===== config.mk =====
export PLATFORM = sky130hd
export DESIGN_NAME = exec_unit
export DESIGN_NICKNAME = d
export VERILOG_FILES = /design/src/core/exec_pkg.sv /design/src/core/exec_unit.sv /design/src/core/alu_unit.sv
export SDC_FILE = /design/constraint.sdc
export NUM_CORES = 1
export LEC_CHECK = 0
export BUFFER_PORTS_ARGS = -buffer_cell sky130_fd_sc_hd__buf_2
export CAP_MARGIN = 40
export CORE_UTILIZATION = 48
export CTS_BUF_LIST = sky130_fd_sc_hd__clkbuf_4 sky130_fd_sc_hd__clkbuf_8
export DETAILED_ROUTE_END_ITERATION = 8
export PLACE_DENSITY = 0.81
export SETUP_SLACK_MARGIN = 0.4
export SLEW_MARGIN = 15
export SYNTH_ARGS = -nofsm -noshare
export SYNTH_HDL_FRONTEND = slang
export SYNTH_SLANG_ARGS = --single-unit

===== constraint.sdc =====
create_clock -name clk -period 3.2 [get_ports clk]
set_input_delay 0.96 -clock clk [delete_from_list [all_inputs] [get_ports clk]]
set_output_delay 0.96 -clock clk [all_outputs]
set_load 0.02 [all_outputs]

===== src/core/exec_pkg.sv =====
// Notes on behaviour
// - Add literal to accumulator; carry, digit carry, zero
// - Add accumulator and file, destination bit selects
// - AND literal into accumulator, only Z changes
// - AND accumulator with file, destination selects, Z only
// - Clear chosen file bit, flags untouched
// - Set chosen file bit, flags untouched
// - Skip next instruction when tested bit one
// - Skip next instruction when tested bit zero
package exec_pkg;

    localparam int DATA_W = 8;
    localparam int ADDR_W = 7;
    localparam int BIT_W  = 3;
    localparam int NIB_W  = 4;

    localparam logic [DATA_W-1:0] ACC_RESET = 8'h00;
    localparam logic [DATA_W-1:0] ZERO_BYTE = 8'h00;

    // Operation selected by the decoder
    typedef enum logic [3:0] {
        op_none,
        op_add_literal_to_acc,
        op_add_acc_and_file,
        op_and_literal_with_acc,
        op_and_acc_with_file,
        op_clear_file_bit,
        op_set_file_bit,
        op_test_bit_skip_if_one,
        op_test_bit_skip_if_zero
    } op_e;

    // Decoded instruction presented for one instruction cycle
    typedef struct packed {
        op_e               op;
        logic [DATA_W-1:0] literal;
        logic [ADDR_W-1:0] addr;
        logic [BIT_W-1:0]  bit_sel;
        logic              dest_file;
    } instr_s;

    // Status flags touched by this block
    typedef struct packed {
        logic carry;
        logic digit_carry_flag;
        logic zero;
    } flags_s;

    // File register write request
    typedef struct packed {
        logic              en;
        logic [ADDR_W-1:0] addr;
        logic [DATA_W-1:0] data;
    } fwrite_s;

endpackage : exec_pkg


===== src/core/exec_unit.sv =====
`timescale 1ns/100ps
// Execution of add, AND, bit set/clear and bit-test-skip instructions
module exec_unit
    import exec_pkg::*;
(
    // Clock and reset
    input  wire logic              clk,
    input  wire logic              rstn,
    // Instruction cycle enable and decoded instruction
    input  wire logic              cycle_en,
    input  wire instr_s            instr,
    // File register read data for instr.addr
    input  wire logic [DATA_W-1:0] file_rdata,
    // Flags in from the status register
    input  wire flags_s            flags_in,
    // Accumulator and flag state
    output logic      [DATA_W-1:0] acc,
    output flags_s                 flags,
    // File register write
    output fwrite_s                fwrite,
    // Skip: next fetched instruction runs as a no-operation
    output logic                   skip_next,
    output logic                   in_skip
);

    // Operand and results of the arithmetic and bit unit
    logic [DATA_W-1:0] operand;
    logic [DATA_W-1:0] result;
    logic              carry;
    logic              half_carry;
    logic              bit_value;

    // Operation of the current slot
    op_e               eff_op;

    // Next values of the registered state
    logic [DATA_W-1:0] next_acc;
    flags_s            next_flags;
    fwrite_s           next_fwrite;
    logic              next_skip_next;
    logic              next_in_skip;

    // Zero test shared by the add and AND results
    function automatic logic is_zero(input logic [DATA_W-1:0] value);
        is_zero = (value == ZERO_BYTE);
    endfunction : is_zero

    // Combinational arithmetic and bit logic
    alu_unit alu_unit_inst (
        .op         (eff_op),
        .acc        (acc),
        .operand    (operand),
        .bit_sel    (instr.bit_sel),
        .result     (result),
        .carry      (carry),
        .half_carry (half_carry),
        .bit_value  (bit_value)
    );

    // Slot decode; a skipped slot executes as a no-operation,
    // so its file operand and literal are never used
    always_comb begin
        eff_op = in_skip ? op_none : instr.op;
        case (eff_op)
            op_add_literal_to_acc,
            op_and_literal_with_acc: begin
                operand = instr.literal;
            end
            default: begin
                operand = file_rdata;
            end
        endcase
    end

    // Accumulator next value: results whose destination is the accumulator
    always_comb begin
        next_acc = acc;
        if (cycle_en) begin
            case (eff_op)
                // Literal forms always write the accumulator
                op_add_literal_to_acc,
                op_and_literal_with_acc: begin
                    next_acc = result;
                end
                // File forms write it only when the destination bit is 0
                op_add_acc_and_file,
                op_and_acc_with_file: begin
                    if (!instr.dest_file) begin
                        next_acc = result;
                    end
                end
                // Bit operations and tests never touch the accumulator
                op_clear_file_bit,
                op_set_file_bit,
                op_test_bit_skip_if_one,
                op_test_bit_skip_if_zero: begin
                    next_acc = acc;
                end
                default: begin
                    next_acc = acc;
                end
            endcase
        end
    end

    // Accumulator register
    always_ff @(posedge clk or negedge rstn) begin
        if (!rstn) begin
            acc <= ACC_RESET;
        end else begin
            acc <= next_acc;
        end
    end

    // Flags: unaffected bits pass through from the status register,
    // so bit operations and skipped slots leave them as they were
    always_comb begin
        next_flags = flags;
        if (cycle_en) begin
            next_flags = flags_in;
            case (eff_op)
                // Additions also set carry and digit carry
                op_add_literal_to_acc,
                op_add_acc_and_file: begin
                    next_flags.carry            = carry;
                    next_flags.digit_carry_flag = half_carry;
                    next_flags.zero             = is_zero(result);
                end
                // AND results touch only the zero flag
                op_and_literal_with_acc,
                op_and_acc_with_file: begin
                    next_flags.zero = is_zero(result);
                end
                // Bit operations and tests leave every flag as it came in
                op_clear_file_bit,
                op_set_file_bit,
                op_test_bit_skip_if_one,
                op_test_bit_skip_if_zero: begin
                    next_flags = flags_in;
                end
                default: begin
                    next_flags = flags_in;
                end
            endcase
        end
    end

    // Flag register
    always_ff @(posedge clk or negedge rstn) begin
        if (!rstn) begin
            flags <= '0;
        end else begin
            flags <= next_flags;
        end
    end

    // File write: a one-clock pulse after the executing edge
    always_comb begin
        next_fwrite = '0;
        if (cycle_en) begin
            case (eff_op)
                // Byte results go back when the destination bit is 1
                op_add_acc_and_file,
                op_and_acc_with_file: begin
                    next_fwrite.en = instr.dest_file;
                end
                // Bit clear and set always write the whole byte back
                op_clear_file_bit,
                op_set_file_bit: begin
                    next_fwrite.en = 1'b1;
                end
                default: begin
                    next_fwrite.en = 1'b0;
                end
            endcase
            if (next_fwrite.en) begin
                next_fwrite.addr = instr.addr;
                next_fwrite.data = result;
            end
        end
    end

    // File write register
    always_ff @(posedge clk or negedge rstn) begin
        if (!rstn) begin
            fwrite <= '0;
        end else begin
            fwrite <= next_fwrite;
        end
    end

    // Skip state: the pulse marks a taken test, the level blanks the
    // next slot and is cleared by the enable that runs that slot
    always_comb begin
        next_skip_next = 1'b0;
        next_in_skip   = in_skip;
        if (cycle_en) begin
            next_in_skip = 1'b0;
            case (eff_op)
                // A taken test blanks exactly one following slot
                op_test_bit_skip_if_one: begin
                    next_skip_next = bit_value;
                    next_in_skip   = bit_value;
                end
                op_test_bit_skip_if_zero: begin
                    next_skip_next = ~bit_value;
                    next_in_skip   = ~bit_value;
                end
                default: begin
                    next_skip_next = 1'b0;
                end
            endcase
        end
    end

    // Skip registers
    always_ff @(posedge clk or negedge rstn) begin
        if (!rstn) begin
            skip_next <= 1'b0;
            in_skip   <= 1'b0;
        end else begin
            skip_next <= next_skip_next;
            in_skip   <= next_in_skip;
        end
    end

endmodule : exec_unit


===== src/core/alu_unit.sv =====
`timescale 1ns/100ps
// Combinational arithmetic and bit logic
module alu_unit
    import exec_pkg::*;
(
    // Operands
    input  wire op_e               op,
    input  wire logic [DATA_W-1:0] acc,
    input  wire logic [DATA_W-1:0] operand,
    input  wire logic [BIT_W-1:0]  bit_sel,
    // Results
    output logic      [DATA_W-1:0] result,
    output logic                   carry,
    output logic                   half_carry,
    output logic                   bit_value
);

    // Sum with carry out of a given width
    function automatic logic [DATA_W:0] add_full(input logic [DATA_W-1:0] a, input logic [DATA_W-1:0] b);
        add_full = {1'b0, a} + {1'b0, b};
    endfunction : add_full

    function automatic logic [NIB_W:0] add_nib(input logic [NIB_W-1:0] a, input logic [NIB_W-1:0] b);
        add_nib = {1'b0, a} + {1'b0, b};
    endfunction : add_nib

    logic [DATA_W:0] sum;
    logic [NIB_W:0]  nib;
    logic [DATA_W-1:0] mask;

    // Result selection per operation
    always_comb begin
        sum        = add_full(acc, operand);
        nib        = add_nib(acc[NIB_W-1:0], operand[NIB_W-1:0]);
        mask       = 8'h01 << bit_sel;
        carry      = sum[DATA_W];
        half_carry = nib[NIB_W];
        bit_value  = operand[bit_sel];
        case (op)
            op_add_literal_to_acc,
            op_add_acc_and_file:     result = sum[DATA_W-1:0];
            op_and_literal_with_acc,
            op_and_acc_with_file:    result = acc & operand;
            op_clear_file_bit:       result = operand & ~mask;
            op_set_file_bit:         result = operand | mask;
            default:                 result = operand;
        endcase
    end

endmodule : alu_unit


After elaboration in Yosys (flattened, before gate mapping) --
Index checks and enable logic that the tools add are counted.
Word-level totals: flip-flop bits (word level) 29, output and inout bits 29, bits of input ports 37, word-level logic and storage cells 51
Operators by class: reduce and logical (&&, ||, !) cells 9, shift operators 1, $lt $le $gt $ge 1, add/sub/neg operators 2, multiplexer cells 15, equality and inequality tests 9, bitwise operators 5
Operators with widths (count):
- $pmux 8 s4 | 1
- $and 8x8->8 | 2
- $eq 4x3->1 const B | 4
- $mux 16 | 1
- $mux 8 | 2
- $pmux 8 s2 | 1
- $mux 15 | 1
- $reduce_or 2->1 | 5
- $add 8x8->9 | 1
- $eq 4x2->1 const B | 2
- $logic_not 8->1 | 1
- $not 8->8 | 1
- $or 8x8->8 | 1
- $shl 1x3->8 const A | 1
- $add 4x4->5 | 1
- $eq 4x1->1 const B | 1
- $eq 4x4->1 const B | 1
- $lt 3x4->1 const B | 1
- $mux 1 | 4
- $mux 4 | 1
- $pmux 1 s2 | 2
- $reduce_or 4->1 | 1
- $bmux 1 s3 | 1
- $reduce_and 3->1 | 1
- other kinds (4) | 4

Longest topological paths before layout --
Gate-level depths: netlist (run 1).
depth after elaboration 9, depth in mapped cells 13, gate-level depth less buffers 11

Cells and area by module --
Synthesis (run 1) repeated with hierarchy kept, for this count alone.
Unflattened totals: cells, all modules 236, area, all modules 2245.9 um^2
Modules (own cells, without submodules):
- exec_unit | cells each 106, sequential area each 725.7 um^2, area an instance 1293.7 um^2, instances 1
- alu_unit | cells each 130, sequential area each 0.0 um^2, area an instance 952.2 um^2, instances 1

Least setup slack after synthesis (run 1) --
No wires, ideal clock.
kind input to register, from in instr[21] (netlist name), to reg flags[0] (netlist name), arrival 3.810 ns, cell stages on the path 13, data required time 3.136 ns, library setup time 0.064 ns, path buffers 2, slack -0.674 ns, cells stage by stage buf_4 -> nor4b_4 -> buf_6 -> mux2_4 -> ha_1 -> fa_1 -> a211o_1 -> a41oi_1 -> mux2i_1 -> a311oi_2 -> inv_1 -> nor4_1 -> a21o_1
Between the ends: word-level cells in the longest chain between the ends 8, elaborated cells between the ends (all ways) 19, those cells by class 1 x add/sub; 6 x eq/ne; 4 x mux; 3 x bitwise; 5 x reduce/logical
Ends and longest elaborated chain:
- from (decl) | line exec_unit.sv:11 | input wire instr_s instr,
- $mux 4 * | line exec_unit.sv:63 | eff_op = in_skip ? op_none : instr.op;
- $eq 4x1->1 or $eq 4x2->1 (tied branches) | line exec_unit.sv:64, exec_unit.sv:121, alu_unit.sv:39
- $reduce_or 2->1 | line exec_unit.sv:64 | case (eff_op)
- $mux 8 | line exec_unit.sv:64
- $add 8x8->9, or another cell as far along | line alu_unit.sv:20 | add_full = {1'b0, a} + {1'b0, b};
- $pmux 8 s4 | line alu_unit.sv:39 | case (op)
- $logic_not 8->1 | line exec_unit.sv:45 | is_zero = (value == ZERO_BYTE);
- $mux 1 *
- to (signal assigned) | line exec_unit.sv:153 | flags <= next_flags;
- to (decl) | line exec_unit.sv:18 | output flags_s flags,
Mark *: on every way between the ends. The rest lies on a longest branch, timed or not. A chain may end at the register's enable or synchronous reset.

Worst setup path after layout (run 1) --
Same ends and word-level chain as after synthesis.

==> run_results.csv, run 1 <==
group,metric,value,unit
placement,dpl.hpwl,4.79,mm
timing,tightestPinTransition,0.910,ns
power,leakage,0.00159,µW
synth,ys.flop_type,"dfrtp_1",
flow_run,maxCapViolations,0,
placement,portBuffers,65,
clock_tree,clk_latency,0.28,ns
synth,syn_avg_cell_area,9.16,µm²
placement,placed_cell_area,0.00276,mm²
clock_tree,path_clk_slew,0.06,ns
power,finalPower,1560,µW
power,combPwrFrac,51.0,%
cells_and_area,fin_area,0.00322,mm²
cells_and_area,syn_to_final_growth,53.0,%
synth,synth-seq-cells,29,
clock_tree,clock-root-buffer,"clkbuf_8",
timing,setup_ws,-0.292,ns
setup_path,cp.required,3.42,ns
timing,hold_viol,0,
die,die_area,0.00466,mm²
synth,async_reset_ff_share,100,%
power,p_seq_share,30.2,%
setup_path,r2r_end,"flags[0]",
routing,wl,7.50,mm
clock_tree,cts_tree,"yes",
die,rows,23,
cells_and_area,nets,389,
setup_path,worstSetupStartpoint,"instr[21]",
clock_tree,cts_buffer_depth,2,
cells_and_area,fill_cells,251,
power,swShare,39.0,%
global_route,grt_pass1_vias,2062,
synth,ys_types,56,
synth,yosysSeqAreaShare,34.4,%
cells_and_area,diodes,0,
clock_tree,cts.sinks,29,
synth,yosys_warnings,0,
clock_tree,tritoncts.num_buffers,5,
routing,ant_nets,0,
routing,avgRoutedWirePerCell,19.1,µm
timing,max_freq,286,MHz
cells_and_area,drive_gt1_share,51.8,%
setup_path,reg2reg_depth,13,
setup_path,crit_arrival,3.71,ns
min_path,whs_endpoint,"flags[2]",
routing,drcViolationCount,0,
placement,pre_cts_slack,-0.565,ns
timing,setup_viol,10,
setup_path,criticalPathCategory,"in -> reg",
routing,drt-pass1-iter-count,5,
timing,finClkSkew,0.00687,ns
setup_path,crit_fanout,3,
global_route,antenna_found_initial,0,
timing,min_period_over_period,109,%
setup_path,timing.rr.start,"in_skip",
setup_path,start_kind,"input port",
global_route,grt_use_total,29.2,%
die,io_pins,66,
setup_path,rrSetupSlack,0.01,ns
setup_path,end_kind,"flop",
power,vdd_drop_max,0.000332,V
clock_tree,h-tree-depth,2,
routing,vias,2414,
synth,synthesis.area,0.00211,mm²
status,violations,"setup timing",
synth,syn-instance-count,230,
global_route,grt_max_degree,30,
timing,tns,-1.21,ns
global_route,grt_overflow,0,
power,p_per_area,483,mW/mm²
clock_tree,cts_hold_buf,0,
routing,via_per_inst,6.16,
timing,period_needed,3.49,ns
power,switchingPower,607,µW
die,die_y,68.3,µm
timing,maxSlewHeadroom,38.5,%
synth,synth_nets,278,
timing,maxSlewViolCount,0,
min_path,hold_path_depth,1,
placement,place.gp.congestion,0.981,
routing,drtIter0Drc,280,
die,start_util,51.2,%
power,internal_power,949,µW
die,coreArea,0.00412,mm²
power,clock_power_share,18.8,%
global_route,grt_pass1_wl,9.86,mm
status,status,"finished with violations",
min_path,hp-class,"reg -> reg",
synth,synth_edf_count,0,
min_path,worstHoldStart,"flags[2]",
cells_and_area,post-route-util,78.3,%
die,die-width,68.3,µm
timing,rsz0062_at_grt,"yes",
-- repair_timing --
item / 4_1_cts / 5_1_grt
endpoints found under the setup margin: 19 / 19
hold endpoints to repair: 0 / 0
cloned: 0 / 0
pin swaps: 12 / 20
gates resized for setup: 16 / 43
buffers inserted: 5 / 7
-- worst max path at each step --
stage,end,slack (ns)
after global routing,flags[0],-0.36
after CTS,flags[0],-0.20
after global placement,flags[0],-0.49
final,flags[0],-0.29
after floorplan,flags[0],-0.40
after detailed placement,flags[0],-0.57
-- flip-flops by register name, summed over array words and instances (netlist names) --
register and flops:
flags 3, in_skip 1, skip_next 1, acc 8, fwrite 16
-- critical path, cell delays in order --
cell	delay, ns
buf_8	0.10
nor4b_4	0.23
buf_4	0.17
mux2_4	0.32
ha_4	0.17
fa_2	0.35
a211o_1	0.32
buf_6	0.14
a21oi_2	0.12
nor3_2	0.06
a211oi_2	0.24
nand2_1	0.11
nor4_2	0.29
a21o_1	0.15
-- kinds of logic after synthesis --
kind of cell               after synthesis  share of synthesized area (%)
and+or+nand+nor                         82                           21.2
muxes                                   17                           9.92
adders and majority gates               11                           6.89
buffers and inverters                   26                           5.58
AOI/OAI and AO/OA                       60                           19.9
xor gates and xnor gates                 5                           2.08
DFF                                     29                           34.4
-- routing by layer --
| metal | global-route usage [%] | share of wire (%) |
|---|---|---|
| met5 | 0 | 0 |
| met4 | 14.3 | 5.3 |
| met3 | 7.50 | 8.2 |
| met2 | 46.4 | 48 |
| met1 | 36.4 | 38 |
-- placed cells by master, fill, tap and decap left out, types with 3 or more instances in the layout --
| cell type | count |
|---|---|
| a211o_1 | 3 |
| a211oi_2 | 3 |
| a21o_1 | 5 |
| a21oi_1 | 8 |
| a21oi_2 | 4 |
| a32o_1 | 3 |
| and2_1 | 8 |
| and3_1 | 3 |
| buf_2 | 64 |
| buf_4 | 43 |
| buf_6 | 5 |
| clkbuf_8 | 5 |
| dfrtp_1 | 29 |
| ha_1 | 3 |
| ha_4 | 7 |
| inv_1 | 11 |
| inv_2 | 5 |
| mux2_4 | 3 |
| mux2i_1 | 3 |
| mux2i_4 | 5 |
| nand2_1 | 20 |
| nand2b_1 | 5 |
| nand3_1 | 3 |
| nand4_1 | 3 |
| nor2_1 | 11 |
| nor2b_1 | 3 |
| nor3_1 | 6 |
| o211ai_1 | 3 |
| o21ai_0 | 5 |
| o21ai_1 | 4 |
-- stage by stage --
step                      hold WS (ns)  cells
after floorplan                  0.599    230
after CTS                        0.489    385
final                            0.491    392
after global placement           0.464    372
after detailed placement         0.475    372
after global routing             0.526    392
-- power groups by stage --
stage	Sequential [µW]	Combinational [µW]	Clock (µW)
final	471	794	292
after global routing	472	831	312
after CTS	456	647	296
after detailed placement	462	583	0
after global placement	461	565	0
after floorplan	495	303	0
-- cells in the mapped netlist (3+ instances only) --
| cell | instances | area (µm²) |
|---|---|---|
| ha_1 | 10 | 125 |
| nor4_1 | 3 | 18.8 |
| a211o_1 | 3 | 26.3 |
| nor2b_1 | 3 | 18.8 |
| dfrtp_1 | 29 | 726 |
| nor3_1 | 7 | 35.0 |
| nand2b_1 | 5 | 31.3 |
| inv_1 | 13 | 48.8 |
| nand3_1 | 3 | 15.0 |
| nor2_1 | 14 | 52.6 |
| nand4_1 | 3 | 18.8 |
| nand2_1 | 21 | 78.8 |
| o211ai_1 | 3 | 22.5 |
| mux2i_1 | 10 | 100 |
| a211oi_1 | 4 | 30.0 |
| a21o_1 | 5 | 37.5 |
| and2_1 | 8 | 50.1 |
| and3_1 | 4 | 25.0 |
| o21ai_0 | 11 | 55.1 |
| a32o_1 | 3 | 30.0 |
| a21oi_1 | 12 | 60.1 |
| xnor2_1 | 3 | 26.3 |
| clkbuf_1 | 6 | 22.5 |
| inv_2 | 3 | 11.3 |
| mux2_2 | 3 | 33.8 |
| or2_1 | 3 | 18.8 |
-- cell type report --
class	instances	area, µm²	area share [%]
Timing Repair Buffer	114	729	22.6
Clock buffer	6	76.3	2.37
Sequential cell	29	726	22.5
Multi-Input combinational cell	175	1560	48.4
Tap cell	50	62.6	1.94
Inverter	16	60.1	1.86
Clock inverter	2	10.0	0.311
No activity file was read; power rests on OpenSTA's default activity.
==> run 2, diff against run 1 <==
--- a/config.mk
+++ b/config.mk
@@ -7,10 +7,10 @@
 export LEC_CHECK = 0
 export BUFFER_PORTS_ARGS = -buffer_cell sky130_fd_sc_hd__buf_2
 export CAP_MARGIN = 40
-export CORE_UTILIZATION = 48
+export CORE_UTILIZATION = 53
 export CTS_BUF_LIST = sky130_fd_sc_hd__clkbuf_4 sky130_fd_sc_hd__clkbuf_8
 export DETAILED_ROUTE_END_ITERATION = 8
-export PLACE_DENSITY = 0.81
+export PLACE_DENSITY = 0.84
 export SETUP_SLACK_MARGIN = 0.4
 export SLEW_MARGIN = 15
 export SYNTH_ARGS = -nofsm -noshare
==> constraint.sdc (replaced) <==
create_clock -name clk -period 3.6 [get_ports clk]
set_input_delay 1.08 -clock clk [delete_from_list [all_inputs] [get_ports clk]]
set_output_delay 1.08 -clock clk [all_outputs]
set_load 0.02 [all_outputs]
==> run 2 against run 1 <==
The run now ends clean. Clock power increased by 22%. Flip-flop and latch count unchanged. Die area decreased by 9.2%. Count of clock-buffer cells in the layout increased by 1. First-iteration DRC count increased by 3.9%. Sequential share of layout area increased by 1.3 points. Largest power group unchanged.
==> run_results.csv, run 2 (synthesis results as in run 1) <==
group,metric,value,unit
routing,routed-wl-met3,620,µm
global_route,grt_pass1_wl,10.1,mm
cells_and_area,nets,376,
die,coreArea,0.00374,mm²
setup_path,crit_arrival,3.78,ns
power,leakage,0.00152,µW
clock_tree,cts_tree,"yes",
global_route,grt_pass1_vias,2147,
power,p_seq_share,30.0,%
power,swShare,36.4,%
min_path,whs_endpoint,"flags[2]",
cells_and_area,drive_gt1_share,46.5,%
timing,min_period_over_period,98.9,%
timing,setup_viol,0,
routing,avgRoutedWirePerCell,18.3,µm
timing,period_needed,3.56,ns
setup_path,end_kind,"flop",
flow_run,maxCapViolations,0,
die,start_util,56.3,%
min_path,hp-class,"reg -> reg",
setup_path,rrSetupSlack,0.46,ns
setup_path,cp.required,3.82,ns
clock_tree,cts_buffer_depth,2,
setup_path,criticalPathCategory,"in -> reg",
routing,wl_met1,2.74,mm
power,switchingPower,505,µW
global_route,grt_overflow,0,
placement,placed_cell_area,0.00269,mm²
die,rows,22,
timing,maxSlewViolCount,0,
routing,drcViolationCount,0,
clock_tree,clk_latency,0.28,ns
status,status,"complete, no violations",
power,clock_power_share,25.6,%
setup_path,timing.rr.start,"in_skip",
routing,vias,2332,
power,vdd_drop_max,0.000361,V
clock_tree,h-tree-depth,2,
cells_and_area,layout_commonest_cell,"buf_2",
routing,met2WireLength,3.34,mm
routing,drtIter0Drc,291,
placement,portBuffers,65,
cells_and_area,layout_common_cells,"buf_2 (64), buf_4 (33), dfrtp_1 (29), nand2_1 (21), nor2_1 (13)",
setup_path,r2r_end,"flags[0]",
clock_tree,cts_hold_buf,0,
routing,wl,6.91,mm
clock_tree,tritoncts.num_buffers,5,
timing,tightestPinTransition,0.789,ns
power,finalPower,1390,µW
clock_tree,path_clk_slew,0.06,ns
routing,routed.top_layer,"met4",
setup_path,reg2reg_depth,12,
clock_tree,clock-root-buffer,"clkbuf_8",
timing,hold_viol,0,
min_path,hold_path_depth,1,
routing,ant_nets,0,
global_route,antenna_found_initial,0,
die,die_y,65.1,µm
power,p_per_area,455,mW/mm²
die,die-width,65.1,µm
timing,finClkSkew,0.00685,ns
die,die_area,0.00423,mm²
routing,via_per_inst,6.19,
power,internal_power,881,µW
global_route,grt_max_degree,30,
min_path,worstHoldStart,"flags[2]",
cells_and_area,largest_reg_flops,16,
power,combPwrFrac,44.4,%
placement,place.gp.congestion,0.924,
timing,rsz0062_at_grt,"yes",
cells_and_area,reg_top3,"fwrite (16), acc (8), flags (3)",
routing,drt-pass1-iter-count,5,
cells_and_area,fin_area,0.00305,mm²
global_route,grt_use_total,32.1,%
setup_path,start_kind,"input port",
timing,maxSlewHeadroom,47.4,%
clock_tree,cts.sinks,29,
timing,max_freq,281,MHz
die,io_pins,66,
setup_path,crit_fanout,4,
cells_and_area,largest_register,"fwrite",
cells_and_area,syn_to_final_growth,44.5,%
cells_and_area,diodes,0,
placement,dpl.hpwl,4.57,mm
==> run 2: cell count changes in the layout (fill, tap and decap cells not counted), sizes merged <==
cell,change
clkbuf,+1
buf,-13
clkinv,-2
bufinv,+1
==> run 2: worst max path at each step <==
stage                          from  endpoint  cells past startpoint
after floorplan           instr[21]  flags[0]                     13
after global placement    instr[22]  flags[0]                     13
after detailed placement  instr[22]  flags[0]                     13
after CTS                 instr[22]  flags[0]                     13
after global routing      instr[22]  flags[0]                     13
final                     instr[22]  flags[0]                     13
==> run 2: area by class of cell <==
cell class / instances / area, µm²
inverters: 16 / 60.1
clock inverters: 1 / 30.0
fillers: 226 / 698
well taps: 48 / 60.1
clock buffers: 7 / 90.1
multi-input cells: 175 / 1460
repair buffers: 101 / 617
flip-flops and latches: 29 / 726
==> run 2: worst max-delay path, cell delays in order <==
cell      delay [ns]
buf_6           0.10
nor4b_4         0.25
buf_6           0.16
mux2_4          0.32
ha_4            0.17
fa_2            0.35
a211o_1         0.32
a41oi_2         0.25
mux2i_2         0.13
a311oi_2        0.23
inv_1           0.09
nor4_2          0.17
a21o_1          0.15
==> run 2: routing by layer <==
metal / GRT usage [%] / vias up
met5: 0 / -
met4: 11.1 / 0
met3: 5.11 / 32
met2: 53.9 / 152
met1: 41.8 / 1111
li1: - / 1037
==> run 2: what timing repair did <==
| item | CTS | global route |
|---|---|---|
| endpoints found under the setup margin | 12 | 15 |
| buffers inserted | 4 | 2 |
| hold endpoints to repair | 0 | 0 |
| gates resized for setup | 19 | 20 |
| pin swaps | 10 | 5 |
==> run 2: metrics by stage <==
step | cells | hold slack [ns] | setup TNS [ns] | utilization [%] | setup slack [ns]
floorplan | 230 | 0.599 | -0.124 | - | -0.124
global placement | 363 | 0.461 | -1.03 | 71.9 | -0.196
detailed placement | 363 | 0.497 | -1.56 | 71.9 | -0.335
CTS | 375 | 0.511 | 0 | 78.3 | 0.0791
global route | 377 | 0.517 | -0.111 | 81.4 | -0.0903
finish | 377 | 0.495 | 0 | 81.4 | 0.0383
==> run 2: power groups by stage <==
stage	clock network [µW]	registers [µW]	logic (µW)
finish	355	415	616
CTS	356	408	556
global placement	0	411	482
floorplan	0	440	264
detailed placement	0	413	495
global route	372	415	655
==> run 3, diff against run 2 <==
--- a/config.mk
+++ b/config.mk
@@ -11,6 +11,7 @@
 export CTS_BUF_LIST = sky130_fd_sc_hd__clkbuf_4 sky130_fd_sc_hd__clkbuf_8
 export DETAILED_ROUTE_END_ITERATION = 8
 export PLACE_DENSITY = 0.84
+export REMOVE_ABC_BUFFERS = 1
 export SETUP_SLACK_MARGIN = 0.4
 export SLEW_MARGIN = 15
 export SYNTH_ARGS = -nofsm -noshare
==> run 3 against run 2 <==
Die area unchanged. Total power up 5.9%. Flip-flop and latch count unchanged. Sequential share of layout area down 1.3 points. Largest cell class unchanged. Combinational power up 29%. Hold slack worse by 0.012 ns. Sequential power about the same. Via count up 9.4%. Worst setup slack worse by 0.22 ns. Utilization up 4.6 points. Non-clock buffer count up 11. The flow now finishes with violations (setup timing).
==> run_results.csv, run 3 (synthesis results as in run 1) <==
group,metric,value,unit
status,status,"finished with violations",
status,violations,"setup timing",
setup_path,path_buf_inv,6,
clock_tree,path_clk_slew,0.07,ns
cells_and_area,syn_to_final_growth,52.7,%
setup_path,criticalPathCategory,"in -> reg",
clock_tree,h-tree-depth,2,
global_route,grt_overflow,0,
routing,drcViolationCount,0,
timing,tightestPinTransition,0.956,ns
power,finalPower,1470,µW
timing,holdWs,0.483,ns
die,die_y,65.1,µm
clock_tree,cts_hold_buf,0,
global_route,grt_max_degree,30,
timing,min_period_over_period,105,%
timing,tns,-0.382,ns
timing,maxSlewHeadroom,36.2,%
setup_path,crit_arrival,3.99,ns
timing,finClkSkew,0.0102,ns
clock_tree,cts.sinks,29,
timing,hold_viol,0,
setup_path,timing.rr.start,"in_skip",
routing,via_per_inst,6.58,
power,leakage,0.00160,µW
setup_path,reg2reg_depth,14,
routing,wl,8.96,mm
setup_path,r2r_end,"flags[0]",
setup_path,worstSetupStartpoint,"instr[21]",
global_route,grt_use_total,38.2,%
cells_and_area,drive_gt1_share,49.7,%
routing,avgRoutedWirePerCell,23.1,µm
clock_tree,tritoncts.num_buffers,5,
clock_tree,clock-root-buffer,"clkbuf_8",
cells_and_area,reg_top3,"fwrite (16), acc (8), flags (3)",
routing,vias,2552,
die,start_util,56.3,%
clock_tree,clk_latency,0.28,ns
clock_tree,cts_tree,"yes",
setup_path,end_kind,"flop",
setup_path,crit_path_max_incr_delay,0.36,ns
die,io_pins,66,
setup_path,endpoint,"flags[0]",
timing,setup_viol,6,
global_route,grt_pass1_wl,11.9,mm
timing,setup_ws,-0.185,ns
routing,drtIter0Drc,435,
setup_path,crit_fanout,3,
setup_path,cp.depth,15,
min_path,hp-class,"reg -> reg",
power,p_per_area,456,mW/mm²
global_route,antenna_found_initial,0,
die,die-width,65.1,µm
flow_run,maxCapViolations,0,
timing,rsz0062_at_grt,"yes",
timing,period_needed,3.78,ns
setup_path,cp.required,3.81,ns
placement,portBuffers,65,
routing,ant_nets,0,
setup_path,crit_slowest_cell,"a211o_1",
timing,maxSlewViolCount,0,
power,vdd_drop_max,0.000373,V
setup_path,cp_top_family,"compound AO/OA/AOI/OAI gates",
setup_path,rrSetupSlack,0.26,ns
global_route,grt_pass1_vias,2435,
cells_and_area,layout_commonest_cell,"buf_2",
die,coreArea,0.00374,mm²
cells_and_area,largest_reg_flops,16,
cells_and_area,diodes,0,
cells_and_area,fill_cells,195,
setup_path,worstPathCellList,"buf_6, nor4b_4, buf_4, buf_6, mux2i_4, inv_2, ha_4, a211o_1, buf_6, a41oi_4, mux2i_1, a311oi_2, inv_1, nor4_4, a21o_1",
cells_and_area,layout_common_cells,"buf_2 (63), buf_4 (34), dfrtp_1 (29), nand2_1 (20), buf_6 (14)",
timing,max_freq,264,MHz
routing,drt-pass1-iter-count,5,
cells_and_area,largest_register,"fwrite",
die,rows,22,
die,die_area,0.00423,mm²
setup_path,start_kind,"input port",
cells_and_area,nets,387,
clock_tree,cts_buffer_depth,2,
placement,place.gp.congestion,0.991,
placement,dpl.hpwl,4.64,mm
setup_path,cpMostUsedCell,"buf_6",
run 3: cell count changes in the layout (fill, tap and decap cells not counted), sizes merged:
| cell | change |
|---|---|
| buf | +11 |
| clkinv | +2 |
| bufinv | -1 |
| clkbuf | -1 |
run 3: stage by stage:
step / setup slack (ns) / cell area [µm²] / std cells / util (%)
floorplan: -0.422 / 2050 / 220 / -
global placement: -0.330 / 2650 / 361 / 70.7
detailed placement: -0.534 / 2650 / 361 / 70.7
CTS: -0.0297 / 3020 / 384 / 80.7
global route: -0.218 / 3220 / 388 / 86.0
finish: -0.185 / 3220 / 388 / 86.0
run 3: worst min-delay path by stage:
stage / startpoint / end / slack (ns) / depth (start not counted)
finish: flags[2] / flags[2] / 0.48 / 1
CTS: flags[2] / flags[2] / 0.48 / 1
floorplan: flags[2] / flags[2] / 0.60 / 1
global placement: flags[2] / flags[2] / 0.46 / 1
detailed placement: flags[2] / flags[2] / 0.47 / 1
global route: flags[2] / flags[2] / 0.52 / 1
run 3: layout make-up:
| cell class | instances | area, µm² | share of cell area [%] |
|---|---|---|---|
| clock buffers | 6 | 76.3 | 2.37 |
| clock inverters | 2 | 10.0 | 0.311 |
| inverters | 16 | 60.1 | 1.87 |
| multi-input cells | 175 | 1540 | 47.9 |
| flip-flops and latches | 29 | 726 | 22.6 |
| well taps | 48 | 60.1 | 1.87 |
| repair buffers | 112 | 743 | 23.1 |
run 3: worst register-to-register path, stage by stage, from the launching register on:
cell	delay, ns
dfrtp_1	0.42
nor4b_4	0.35
buf_4	0.22
buf_6	0.13
mux2i_4	0.24
inv_2	0.08
ha_4	0.23
a211o_1	0.36
buf_6	0.14
a41oi_4	0.19
mux2i_1	0.14
a311oi_2	0.25
inv_1	0.15
nor4_4	0.20
a21o_1	0.17
run 3: where the power goes:
part	switching, µW	total, µW	internal (µW)
logic	420	792	373
registers	52.4	412	360
clock network	122	263	141
total	594	1470	874
run 3: routing by layer:
| metal | global-route usage, % | vias up | part of all wire (%) |
|---|---|---|---|
| met3 | 9.51 | 79 | 11 |
| met1 | 44.0 | 1177 | 33 |
| met2 | 62.4 | 239 | 48 |
| met5 | 0 | - | 0 |
| li1 | - | 1057 | - |
| met4 | 25.8 | 0 | 7.6 |
run 3: timing repair:
action	CTS	global route
setup buffers	15	4
hold endpoints to repair	0	0
gates resized for setup	43	29
pin swaps	22	12
endpoints found under the setup margin	13	17
